**src/rtl/sfr_defines.vh**
```
// sfr_defines.vh: opcodes, address width and phase lengths for the serial flash read front end
// assumes inclusion by the read front end only
`ifndef SFR_DEFINES_VH
`define SFR_DEFINES_VH
`define SFR_OP_FAST 8'h0B
`define SFR_OP_DUAL_OUT 8'h3B
`define SFR_OP_DUAL_IO 8'hBB
`define SFR_OP_QUAD_IO 8'hEB
`define SFR_OP_RESET_ENH 8'hFF
`define SFR_ADDR_BITS 24
`define SFR_FAST_DUMMY_CLKS 8
`define SFR_DUAL_OUT_DUMMY_CLKS 8
`define SFR_DUAL_IO_DUMMY_CLKS 4
`define SFR_QUAD_DUMMY_CLKS 6
`define SFR_QUAD_MODE_CLKS 2
`define SFR_QUAD_ENH_DUMMY_CLKS 4
`endif

```
**src/rtl/sfr_read_front.v**
```verilog
// sfr_read_front.v: serial flash read front end (fast, dual out, dual io, quad io reads)
// assumes the spi clock is far slower than clock; memory array sits outside, read combinationally
// spi clock at most clock/8: every pin edge costs three clocks of synchroniser latency
// write busy and quad peripheral mode come from logic on this clock, so no synchroniser
`timescale 1ns/1ns
`default_nettype none
`include "sfr_defines.vh"
module sfr_read_front #(
    parameter AW = `SFR_ADDR_BITS // address width
) (
    input wire clock, // system clock
    input wire rst, // synchronous reset, active high
    input wire spiClk, // serial clock pin
    input wire chipSelN, // chip select pin, active low
    input wire [3:0] dataLineIn, // data lines 0..3 as seen at the pins
    input wire writeBusy, // program, erase or status write cycle running
    input wire quadPeripheralMode, // quad peripheral mode enabled
    input wire [7:0] memData, // memory byte at memAddr
    output reg [AW-1:0] memAddr, // current read address
    output reg [3:0] dataLineOut, // data lines 0..3 driven value
    output reg [3:0] dataLineOe, // data lines 0..3 output enable
    output reg enhancedMode, // continuous enhanced mode active
    output reg pinFuncSuspend // protect and hold functions suspended
);
    // address length cut to the phase counter's width on purpose
    localparam [31:0] AW_FULL = AW;
    localparam [5:0] AW_BITS = AW_FULL[5:0];

    // frame phases
    localparam ST_IDLE = 3'd0;
    localparam ST_OPC = 3'd1;
    localparam ST_ADDR = 3'd2;
    localparam ST_MODE = 3'd3;
    localparam ST_DUMMY = 3'd4;
    localparam ST_DATA = 3'd5;
    localparam ST_IGNORE = 3'd6;

    // width codes: bits moved per clock
    localparam W1 = 2'd0;
    localparam W2 = 2'd1;
    localparam W4 = 2'd2;

    function [2:0] bitsPer;
        input [1:0] w;
        begin
            case (w)
                W2: bitsPer = 3'd2;
                W4: bitsPer = 3'd4;
                default: bitsPer = 3'd1;
            endcase
        end
    endfunction

    // performance-enhance mode byte: upper nibble the inverse of the lower
    function keepsEnh;
        input [7:0] m;
        begin
            keepsEnh = (m[7:4] == ~m[3:0]);
        end
    endfunction

    // opcode dummy length; a quad-lane fast, dual out or dual io opcode takes the six-clock form
    function [5:0] dummyFor;
        input [1:0] w;
        input [5:0] dflt;
        begin
            if (w == W4)
                dummyFor = 6'd`SFR_QUAD_DUMMY_CLKS;
            else
                dummyFor = dflt;
        end
    endfunction

    reg [2:0] sclkSync_ff;
    reg [1:0] csSync_ff;
    reg [3:0] dinSync1_ff;
    reg [3:0] dinSync2_ff;
    reg csPrev_ff;

    // frame state; cleared by reset, most of it rebuilt at each frame start
    reg [2:0] state_ff;
    reg [1:0] inW_ff;
    reg [1:0] outW_ff;
    reg [5:0] cnt_ff;
    reg [7:0] opc_ff;
    reg [AW-1:0] addrSh_ff;
    reg [7:0] modeSh_ff;
    reg useMode_ff;
    reg keepEnh_ff;
    reg [5:0] dummyLen_ff;
    reg [7:0] outSh_ff;
    reg [3:0] outBit_ff;
    reg frameFf_ff;

    // two-stage synchronisers on every pin; edges are taken from the second stage onward
    always @(posedge clock) begin
        if (rst) begin
            sclkSync_ff <= 3'b000;
            csSync_ff <= 2'b11;
            csPrev_ff <= 1'b1;
        end else begin
            sclkSync_ff <= {sclkSync_ff[1:0], spiClk};
            csSync_ff <= {csSync_ff[0], chipSelN};
            csPrev_ff <= csSync_ff[1];
        end
    end

    // data line synchronisers, one pair of flops per lane
    genvar lane;
    generate
        for (lane = 0; lane < 4; lane = lane + 1) begin : dinSync
            always @(posedge clock) begin
                if (rst) begin
                    dinSync1_ff[lane] <= 1'b0;
                    dinSync2_ff[lane] <= 1'b0;
                end else begin
                    dinSync1_ff[lane] <= dataLineIn[lane];
                    dinSync2_ff[lane] <= dinSync1_ff[lane];
                end
            end
        end
    endgenerate

    // edge strobes last one clock each
    wire csN = csSync_ff[1];
    wire sclkRise = sclkSync_ff[1] & ~sclkSync_ff[2];
    wire sclkFall = ~sclkSync_ff[1] & sclkSync_ff[2];
    wire csFall = csPrev_ff & ~csN;
    wire csRise = ~csPrev_ff & csN;
    wire [2:0] inBits = bitsPer(inW_ff);
    wire [2:0] outBits = bitsPer(outW_ff);
    // shift-in views for each lane width; unused lanes are don't-care
    wire [7:0] opcNext = (inW_ff == W4) ? {opc_ff[3:0], dinSync2_ff} : {opc_ff[6:0], dinSync2_ff[0]};
    wire [AW-1:0] addrNext = (inW_ff == W4) ? {addrSh_ff[AW-5:0], dinSync2_ff} :
                             (inW_ff == W2) ? {addrSh_ff[AW-3:0], dinSync2_ff[1:0]} :
                             {addrSh_ff[AW-2:0], dinSync2_ff[0]};
    wire [7:0] modeNext = {modeSh_ff[3:0], dinSync2_ff};

    // frame sequencer: bits taken on synchronised rising edges, data launched on falling ones;
    // deselect wins over any edge seen in the same clock
    always @(posedge clock) begin
        if (rst) begin
            state_ff <= ST_IDLE;
            inW_ff <= W1;
            outW_ff <= W1;
            cnt_ff <= 6'd0;
            opc_ff <= 8'h00;
            addrSh_ff <= {AW{1'b0}};
            modeSh_ff <= 8'h00;
            useMode_ff <= 1'b0;
            keepEnh_ff <= 1'b0;
            dummyLen_ff <= 6'd0;
            outSh_ff <= 8'h00;
            outBit_ff <= 4'd0;
            frameFf_ff <= 1'b0;
            memAddr <= {AW{1'b0}};
            dataLineOut <= 4'h0;
            dataLineOe <= 4'h0;
            enhancedMode <= 1'b0;
            pinFuncSuspend <= 1'b0;
        end else if (csN) begin
            // deselect ends any read and releases every line
            dataLineOe <= 4'h0;
            dataLineOut <= 4'h0;
            pinFuncSuspend <= 1'b0;
            state_ff <= ST_IDLE;
            // enhanced mode is entered at the mode byte, but left only once per frame, on the way out
            if (csRise) begin
                if (useMode_ff && !keepEnh_ff)
                    enhancedMode <= 1'b0;
                if (frameFf_ff && cnt_ff == 6'd8 && state_ff == ST_OPC)
                    enhancedMode <= 1'b0;
            end
        end else begin
            // frame start: lane widths are fixed before the first rising edge
            if (csFall) begin
                cnt_ff <= 6'd0;
                frameFf_ff <= 1'b0;
                opc_ff <= 8'h00;
                if (enhancedMode && writeBusy) begin
                    // no opcode to refuse, so the whole frame is dropped
                    state_ff <= ST_IGNORE;
                    useMode_ff <= 1'b0;
                end else if (enhancedMode) begin
                    // opcode skipped; straight into quad address
                    state_ff <= ST_ADDR;
                    inW_ff <= W4;
                    outW_ff <= W4;
                    useMode_ff <= 1'b1;
                    keepEnh_ff <= 1'b0;
                    pinFuncSuspend <= 1'b1;
                end else begin
                    state_ff <= ST_OPC;
                    inW_ff <= quadPeripheralMode ? W4 : W1;
                    outW_ff <= W1;
                    useMode_ff <= 1'b0;
                    // quad-lane framing takes the protect and hold pins as well
                    pinFuncSuspend <= quadPeripheralMode;
                end
            end else if (sclkRise) begin
                case (state_ff)
                    ST_OPC: begin
                        // opcode counted in bits so one-lane and four-lane opcodes share the path
                        opc_ff <= opcNext;
                        cnt_ff <= cnt_ff + {3'd0, inBits};
                        if (cnt_ff + {3'd0, inBits} == 6'd8) begin
                            frameFf_ff <= (opcNext == `SFR_OP_RESET_ENH);
                            cnt_ff <= 6'd8;
                            if (writeBusy) begin
                                state_ff <= ST_IGNORE;
                            end else begin
                                state_ff <= ST_ADDR;
                                cnt_ff <= 6'd0;
                                case (opcNext)
                                    `SFR_OP_FAST: begin
                                        outW_ff <= inW_ff;
                                        dummyLen_ff <= dummyFor(inW_ff, 6'd`SFR_FAST_DUMMY_CLKS);
                                    end
                                    `SFR_OP_DUAL_OUT: begin
                                        outW_ff <= (inW_ff == W4) ? W4 : W2;
                                        dummyLen_ff <= dummyFor(inW_ff, 6'd`SFR_DUAL_OUT_DUMMY_CLKS);
                                    end
                                    `SFR_OP_DUAL_IO: begin
                                        inW_ff <= (inW_ff == W4) ? W4 : W2;
                                        outW_ff <= (inW_ff == W4) ? W4 : W2;
                                        dummyLen_ff <= dummyFor(inW_ff, 6'd`SFR_DUAL_IO_DUMMY_CLKS);
                                    end
                                    `SFR_OP_QUAD_IO: begin
                                        inW_ff <= W4;
                                        outW_ff <= W4;
                                        useMode_ff <= 1'b1;
                                        keepEnh_ff <= 1'b0;
                                        pinFuncSuspend <= 1'b1;
                                    end
                                    // opcodes outside the four reads are refused quietly
                                    default: state_ff <= ST_IGNORE;
                                endcase
                                // a lone FFh frame is parked here until deselect
                                if (opcNext == `SFR_OP_RESET_ENH) begin
                                    state_ff <= ST_OPC;
                                    cnt_ff <= 6'd8;
                                end
                            end
                        end
                    end
                    ST_ADDR: begin
                        addrSh_ff <= addrNext;
                        cnt_ff <= cnt_ff + {3'd0, inBits};
                        if (cnt_ff + {3'd0, inBits} == AW_BITS) begin
                            // address lands at once so the array has the dummy time to answer
                            cnt_ff <= 6'd0;
                            memAddr <= addrNext;
                            state_ff <= useMode_ff ? ST_MODE : ST_DUMMY;
                        end
                    end
                    ST_MODE: begin
                        // mode byte on four lines, then the shorter dummy
                        modeSh_ff <= modeNext;
                        cnt_ff <= cnt_ff + 6'd1;
                        if (cnt_ff == 6'd`SFR_QUAD_MODE_CLKS - 6'd1) begin
                            cnt_ff <= 6'd0;
                            keepEnh_ff <= keepsEnh(modeNext);
                            if (keepsEnh(modeNext))
                                enhancedMode <= 1'b1;
                            dummyLen_ff <= 6'd`SFR_QUAD_ENH_DUMMY_CLKS;
                            state_ff <= ST_DUMMY;
                        end
                    end
                    ST_DUMMY: begin
                        // line contents ignored here
                        cnt_ff <= cnt_ff + 6'd1;
                        if (cnt_ff == dummyLen_ff - 6'd1) begin
                            cnt_ff <= 6'd0;
                            outSh_ff <= memData;
                            outBit_ff <= 4'd0;
                            state_ff <= ST_DATA;
                        end
                    end
                    ST_DATA: begin
                        // rising edges carry nothing once data flows
                    end
                    ST_IGNORE: begin
                        // refused or unknown opcode: edges go unused until deselect
                    end
                    default: begin
                    end
                endcase
            end else if (sclkFall && state_ff == ST_DATA) begin
                // data changes on falling edges
                case (outW_ff)
                    W4: begin
                        dataLineOut <= outSh_ff[7:4];
                        dataLineOe <= 4'hF;
                    end
                    W2: begin
                        dataLineOut <= {2'b00, outSh_ff[7:6]};
                        dataLineOe <= 4'h3; // relies on host release of line 0
                    end
                    default: begin
                        dataLineOut <= {2'b00, outSh_ff[7], 1'b0};
                        dataLineOe <= 4'h2;
                    end
                endcase
                // lanes: single on line 1, dual on lines 1..0, quad on lines 3..0
                if (outBit_ff + {1'b0, outBits} == 4'd8) begin
                    // limitation: the array must answer within one clock of the address step
                    // next byte; natural overflow wraps to zero
                    memAddr <= memAddr + {{(AW-1){1'b0}}, 1'b1};
                    outBit_ff <= 4'd0;
                    state_ff <= ST_DATA;
                    outSh_ff <= 8'h00;
                    cnt_ff <= 6'd1;
                end else begin
                    outBit_ff <= outBit_ff + {1'b0, outBits};
                    outSh_ff <= outSh_ff << outBits;
                end
            end else if (cnt_ff == 6'd1 && state_ff == ST_DATA) begin
                // reload after memAddr settled
                // memData follows memAddr combinationally, but memAddr only moves at the step, hence the extra step
                outSh_ff <= memData;
                cnt_ff <= 6'd0;
            end
        end
    end
endmodule // sfr_read_front
`default_nettype wire

```
**config.mk**
```make
export PLATFORM = sky130hd
export DESIGN_NAME = sfr_read_front
export DESIGN_NICKNAME = d
export VERILOG_FILES = /design/src/rtl/sfr_read_front.v
export VERILOG_INCLUDE_DIRS = /design/src /design/src/rtl
export SDC_FILE = /design/constraint.sdc
export NUM_CORES = 1
export LEC_CHECK = 0
export BUFFER_PORTS_ARGS = -buffer_cell sky130_fd_sc_hd__buf_2
export CELL_PAD_IN_SITES_DETAIL_PLACEMENT = 1
export CELL_PAD_IN_SITES_GLOBAL_PLACEMENT = 2
export CORE_MARGIN = 4
export CORE_UTILIZATION = 39
export CTS_CLUSTER_SIZE = 25
export DETAILED_ROUTE_END_ITERATION = 7
export GPL_TIMING_DRIVEN = 1
export PLACE_DENSITY = 0.95
export SYNTH_ARGS = -nofsm -noshare
export SYNTH_HDL_FRONTEND = slang
export SYNTH_SLANG_ARGS = --single-unit
```
**constraint.sdc**
```tcl
create_clock -name clock -period 5.35 [get_ports clock]
set_clock_uncertainty 0.15 [all_clocks]
set_input_delay 0.535 -clock clock [delete_from_list [all_inputs] [get_ports clock]]
set_output_delay 0.535 -clock clock [all_outputs]
set_load 0.02 [all_outputs]
```
==> metrics <==
final hold violation count 0; P&R area growth vs syn 8.81%; Clk Latency, worst-skew pair 0.36 ns; global-route wire length before repair 36.5 mm; number of routed nets with antenna violations 0; max-cap viol count 0; Synth top area share 31.5%; fmax 0.263 GHz; CP startpoint kind flop; crit path buf inv count 2; final setup fails 0; die area 20500 um^2; met2 Use GR 36.3%; met1 global-route usage 29.9%; final non-filler cell total 1185; Final HPWL DP 15.7 mm; Lkg Pwr 0.00255 uW; initial antenna violation count 0; Final GP Congestion 0.869; CP required 5.45 ns; H-tree depth 3; Setup crit end kind flop; Rows 49; n_diodes 0; layout cells sized above 1 10.7%; post-CTS resize count 0; CP max FO 24; WL final 21.9 mm; Port Buffers 51; number of synthesized flops with an enable pin 0; Max VDD drop 0.152 mV; I/O pin cnt 52; initial core utilization 39.7%; yosys warns 0; synthesized area per cell 7.50 um^2; Syn Nets 988; Worst-Margin Slew 1.11 ns; Worst Hold Class input port to flop; area of the core 18000 um^2; Post-synth ARST share 0%; vias in the first global route 6984; reg-to-reg slack, setup 1.55 ns; Bufs on Longest Clock Path 2; post-CTS setup buffers 0; Vias 6999; pwr dens 212 nW/um^2; final worst-path cycle share 71.0%; Crit path max-delay family compound AO/OA/AOI/OAI gates; run status completed; GR Overflow Total 0; clk root buf clkbuf_16; critical-path cell list inv_1 > ha_1 > ha_1 > inv_1 > fa_1 > xor2_1 > and3b_1 > o2111ai_1 > o31a_1 > nor2_1 > a32o_1; Slew headroom 25.8%; unrepaired setup endpoints after global routing false; CTS Hold Bufs 0; Critical-path top delay cell o31a_1; Synth area leaders dfxtp_1, a21oi_1, nand2_1; Seq/Total Area, Yosys 31.5%; most common cell after layout, fill and taps aside nand2_1; Top FF cell, synth dfxtp_1; synthesized cell area 7130 um^2; CTS Sinks 112; Data arrival, critical path 3.90 ns; CTS tree done; Final Max Tran Viols 0; Reg clk slew, reported paths 0.07 ns; CTS buffer count 9; Post-route DRC 0; layer with the highest usage met2; gr usage total 21.8%; routed wire length per instance 18.5 um; largest area contributor in the netlist dfxtp_1; commonest cells after routing, fill and taps aside nand2_1, dfxtp_1, a21oi_1, nor2_1, buf_2; post-route setup TNS 0 ns; DRT iter0 DRCs 358; Die Y 143 um; Yosys cell types 87; Cells after DPL 1171; max incr delay on CP 0.92 ns; DRT Pass-1 Iters 5; die width 143 um; Syn Inst Count 950; fillers 2258; largest net degree at the start of global routing 77; min cycle time layout 3.80 ns; vias per cell 5.91; critical path type flop to flop; M3 GR Usage 2.68%; synthesis-stage register bit count 112; Final Net Count 991
==> worst paths after layout <==
check / to / cells after the start / from
worst max-delay path: memAddr[22]$_SDFFE_PP0P_ / 11 / outW_ff[0]$_SDFFE_PP0P_
worst max register to register: memAddr[22]$_SDFFE_PP0P_ / 11 / outW_ff[0]$_SDFFE_PP0P_
worst min-delay path: csSync_ff[0]$_SDFF_PP1_ / 2 / chipSelN
worst min register to register: csSync_ff[1]$_SDFF_PP1_ / 1 / csSync_ff[0]$_SDFF_PP1_
==> sequential cells by signal (all words and copies together), names as in the netlist, 4 cells and up <==
signal / count
dinSync2_ff: 4
outSh_ff: 8
dataLineOut: 4
opc_ff: 7
cnt_ff: 6
outBit_ff: 4
dinSync1_ff: 4
memAddr: 24
addrSh_ff: 23
modeSh_ff: 4
==> routing by layer <==
layer	part of all wire, %	vias up
met5	0	-
met4	1.3	0
met3	3.6	26
met2	47	137
met1	48	3406
li1	-	3430
==> cell families (layout without fill, tap and decap cells) <==
logic type	Yosys count	after routing	share of synthesized area, %
xor gates and xnor gates	13	13	1.60
DFF	112	112	31.5
buffers and inverters	94	100	5.53
and+or+nand+nor	403	403	27.7
muxes	40	40	5.65
AOI/OAI and AO/OA	268	268	24.3
adders and majority gates	20	20	3.72
==> cells in the mapped netlist (4+ instances only) <==
cell type,number
dfxtp_1,112
xnor2_1,6
nor2b_1,21
o21ai_0,47
a211oi_1,13
nor3_1,40
nand2_1,121
inv_1,26
a31oi_1,8
xor2_1,7
nand2b_1,7
o211ai_1,10
a311oi_1,4
mux2i_1,38
a221oi_1,5
clkbuf_1,41
or2_2,5
nand3_1,29
o32ai_1,5
nor3b_1,4
a22o_1,4
or3_1,4
nor2_1,105
o31ai_1,4
buf_2,18
a211o_1,4
nor4_1,7
buf_1,4
a21oi_1,107
and3_1,6
and3b_1,4
and2_1,6
ha_1,18
a21o_1,4
nand3b_1,5
nand4_1,15
==> area by class of cell <==
class	count	area (um^2)	share of cell area [%]
multi-input cells	744	4510	58.1
repair buffers	59	318	4.10
clock inverters	3	68.8	0.887
clock buffers	11	233	3.00
well taps	229	287	3.69
inverters	27	101	1.31
flip-flops and latches	112	2240	28.9
==> where the power goes <==
group / internal (uW) / switching, uW / total [uW]
Clock: 408 / 319 / 727
Sequential: 838 / 6.72 / 845
Combinational: 21.4 / 51.1 / 72.5
Total: 1270 / 377 / 1640
==> stage by stage <==
step                      cell area (um^2)  utilization [%]  power, uW  worst slack [ns]  hold WS [ns]
final                                 7760             43.2       1640              1.55         0.214
after global routing                  7760             43.2       1710              1.21         0.203
after CTS                             7760             43.2       1670              1.53         0.204
after detailed placement              7450             41.5        937              1.49         0.247
after global placement                7450             41.5        936              1.60         0.248
after floorplan                       7130                -        911              2.30         0.239
No activity file was read; power rests on OpenSTA's default activity.
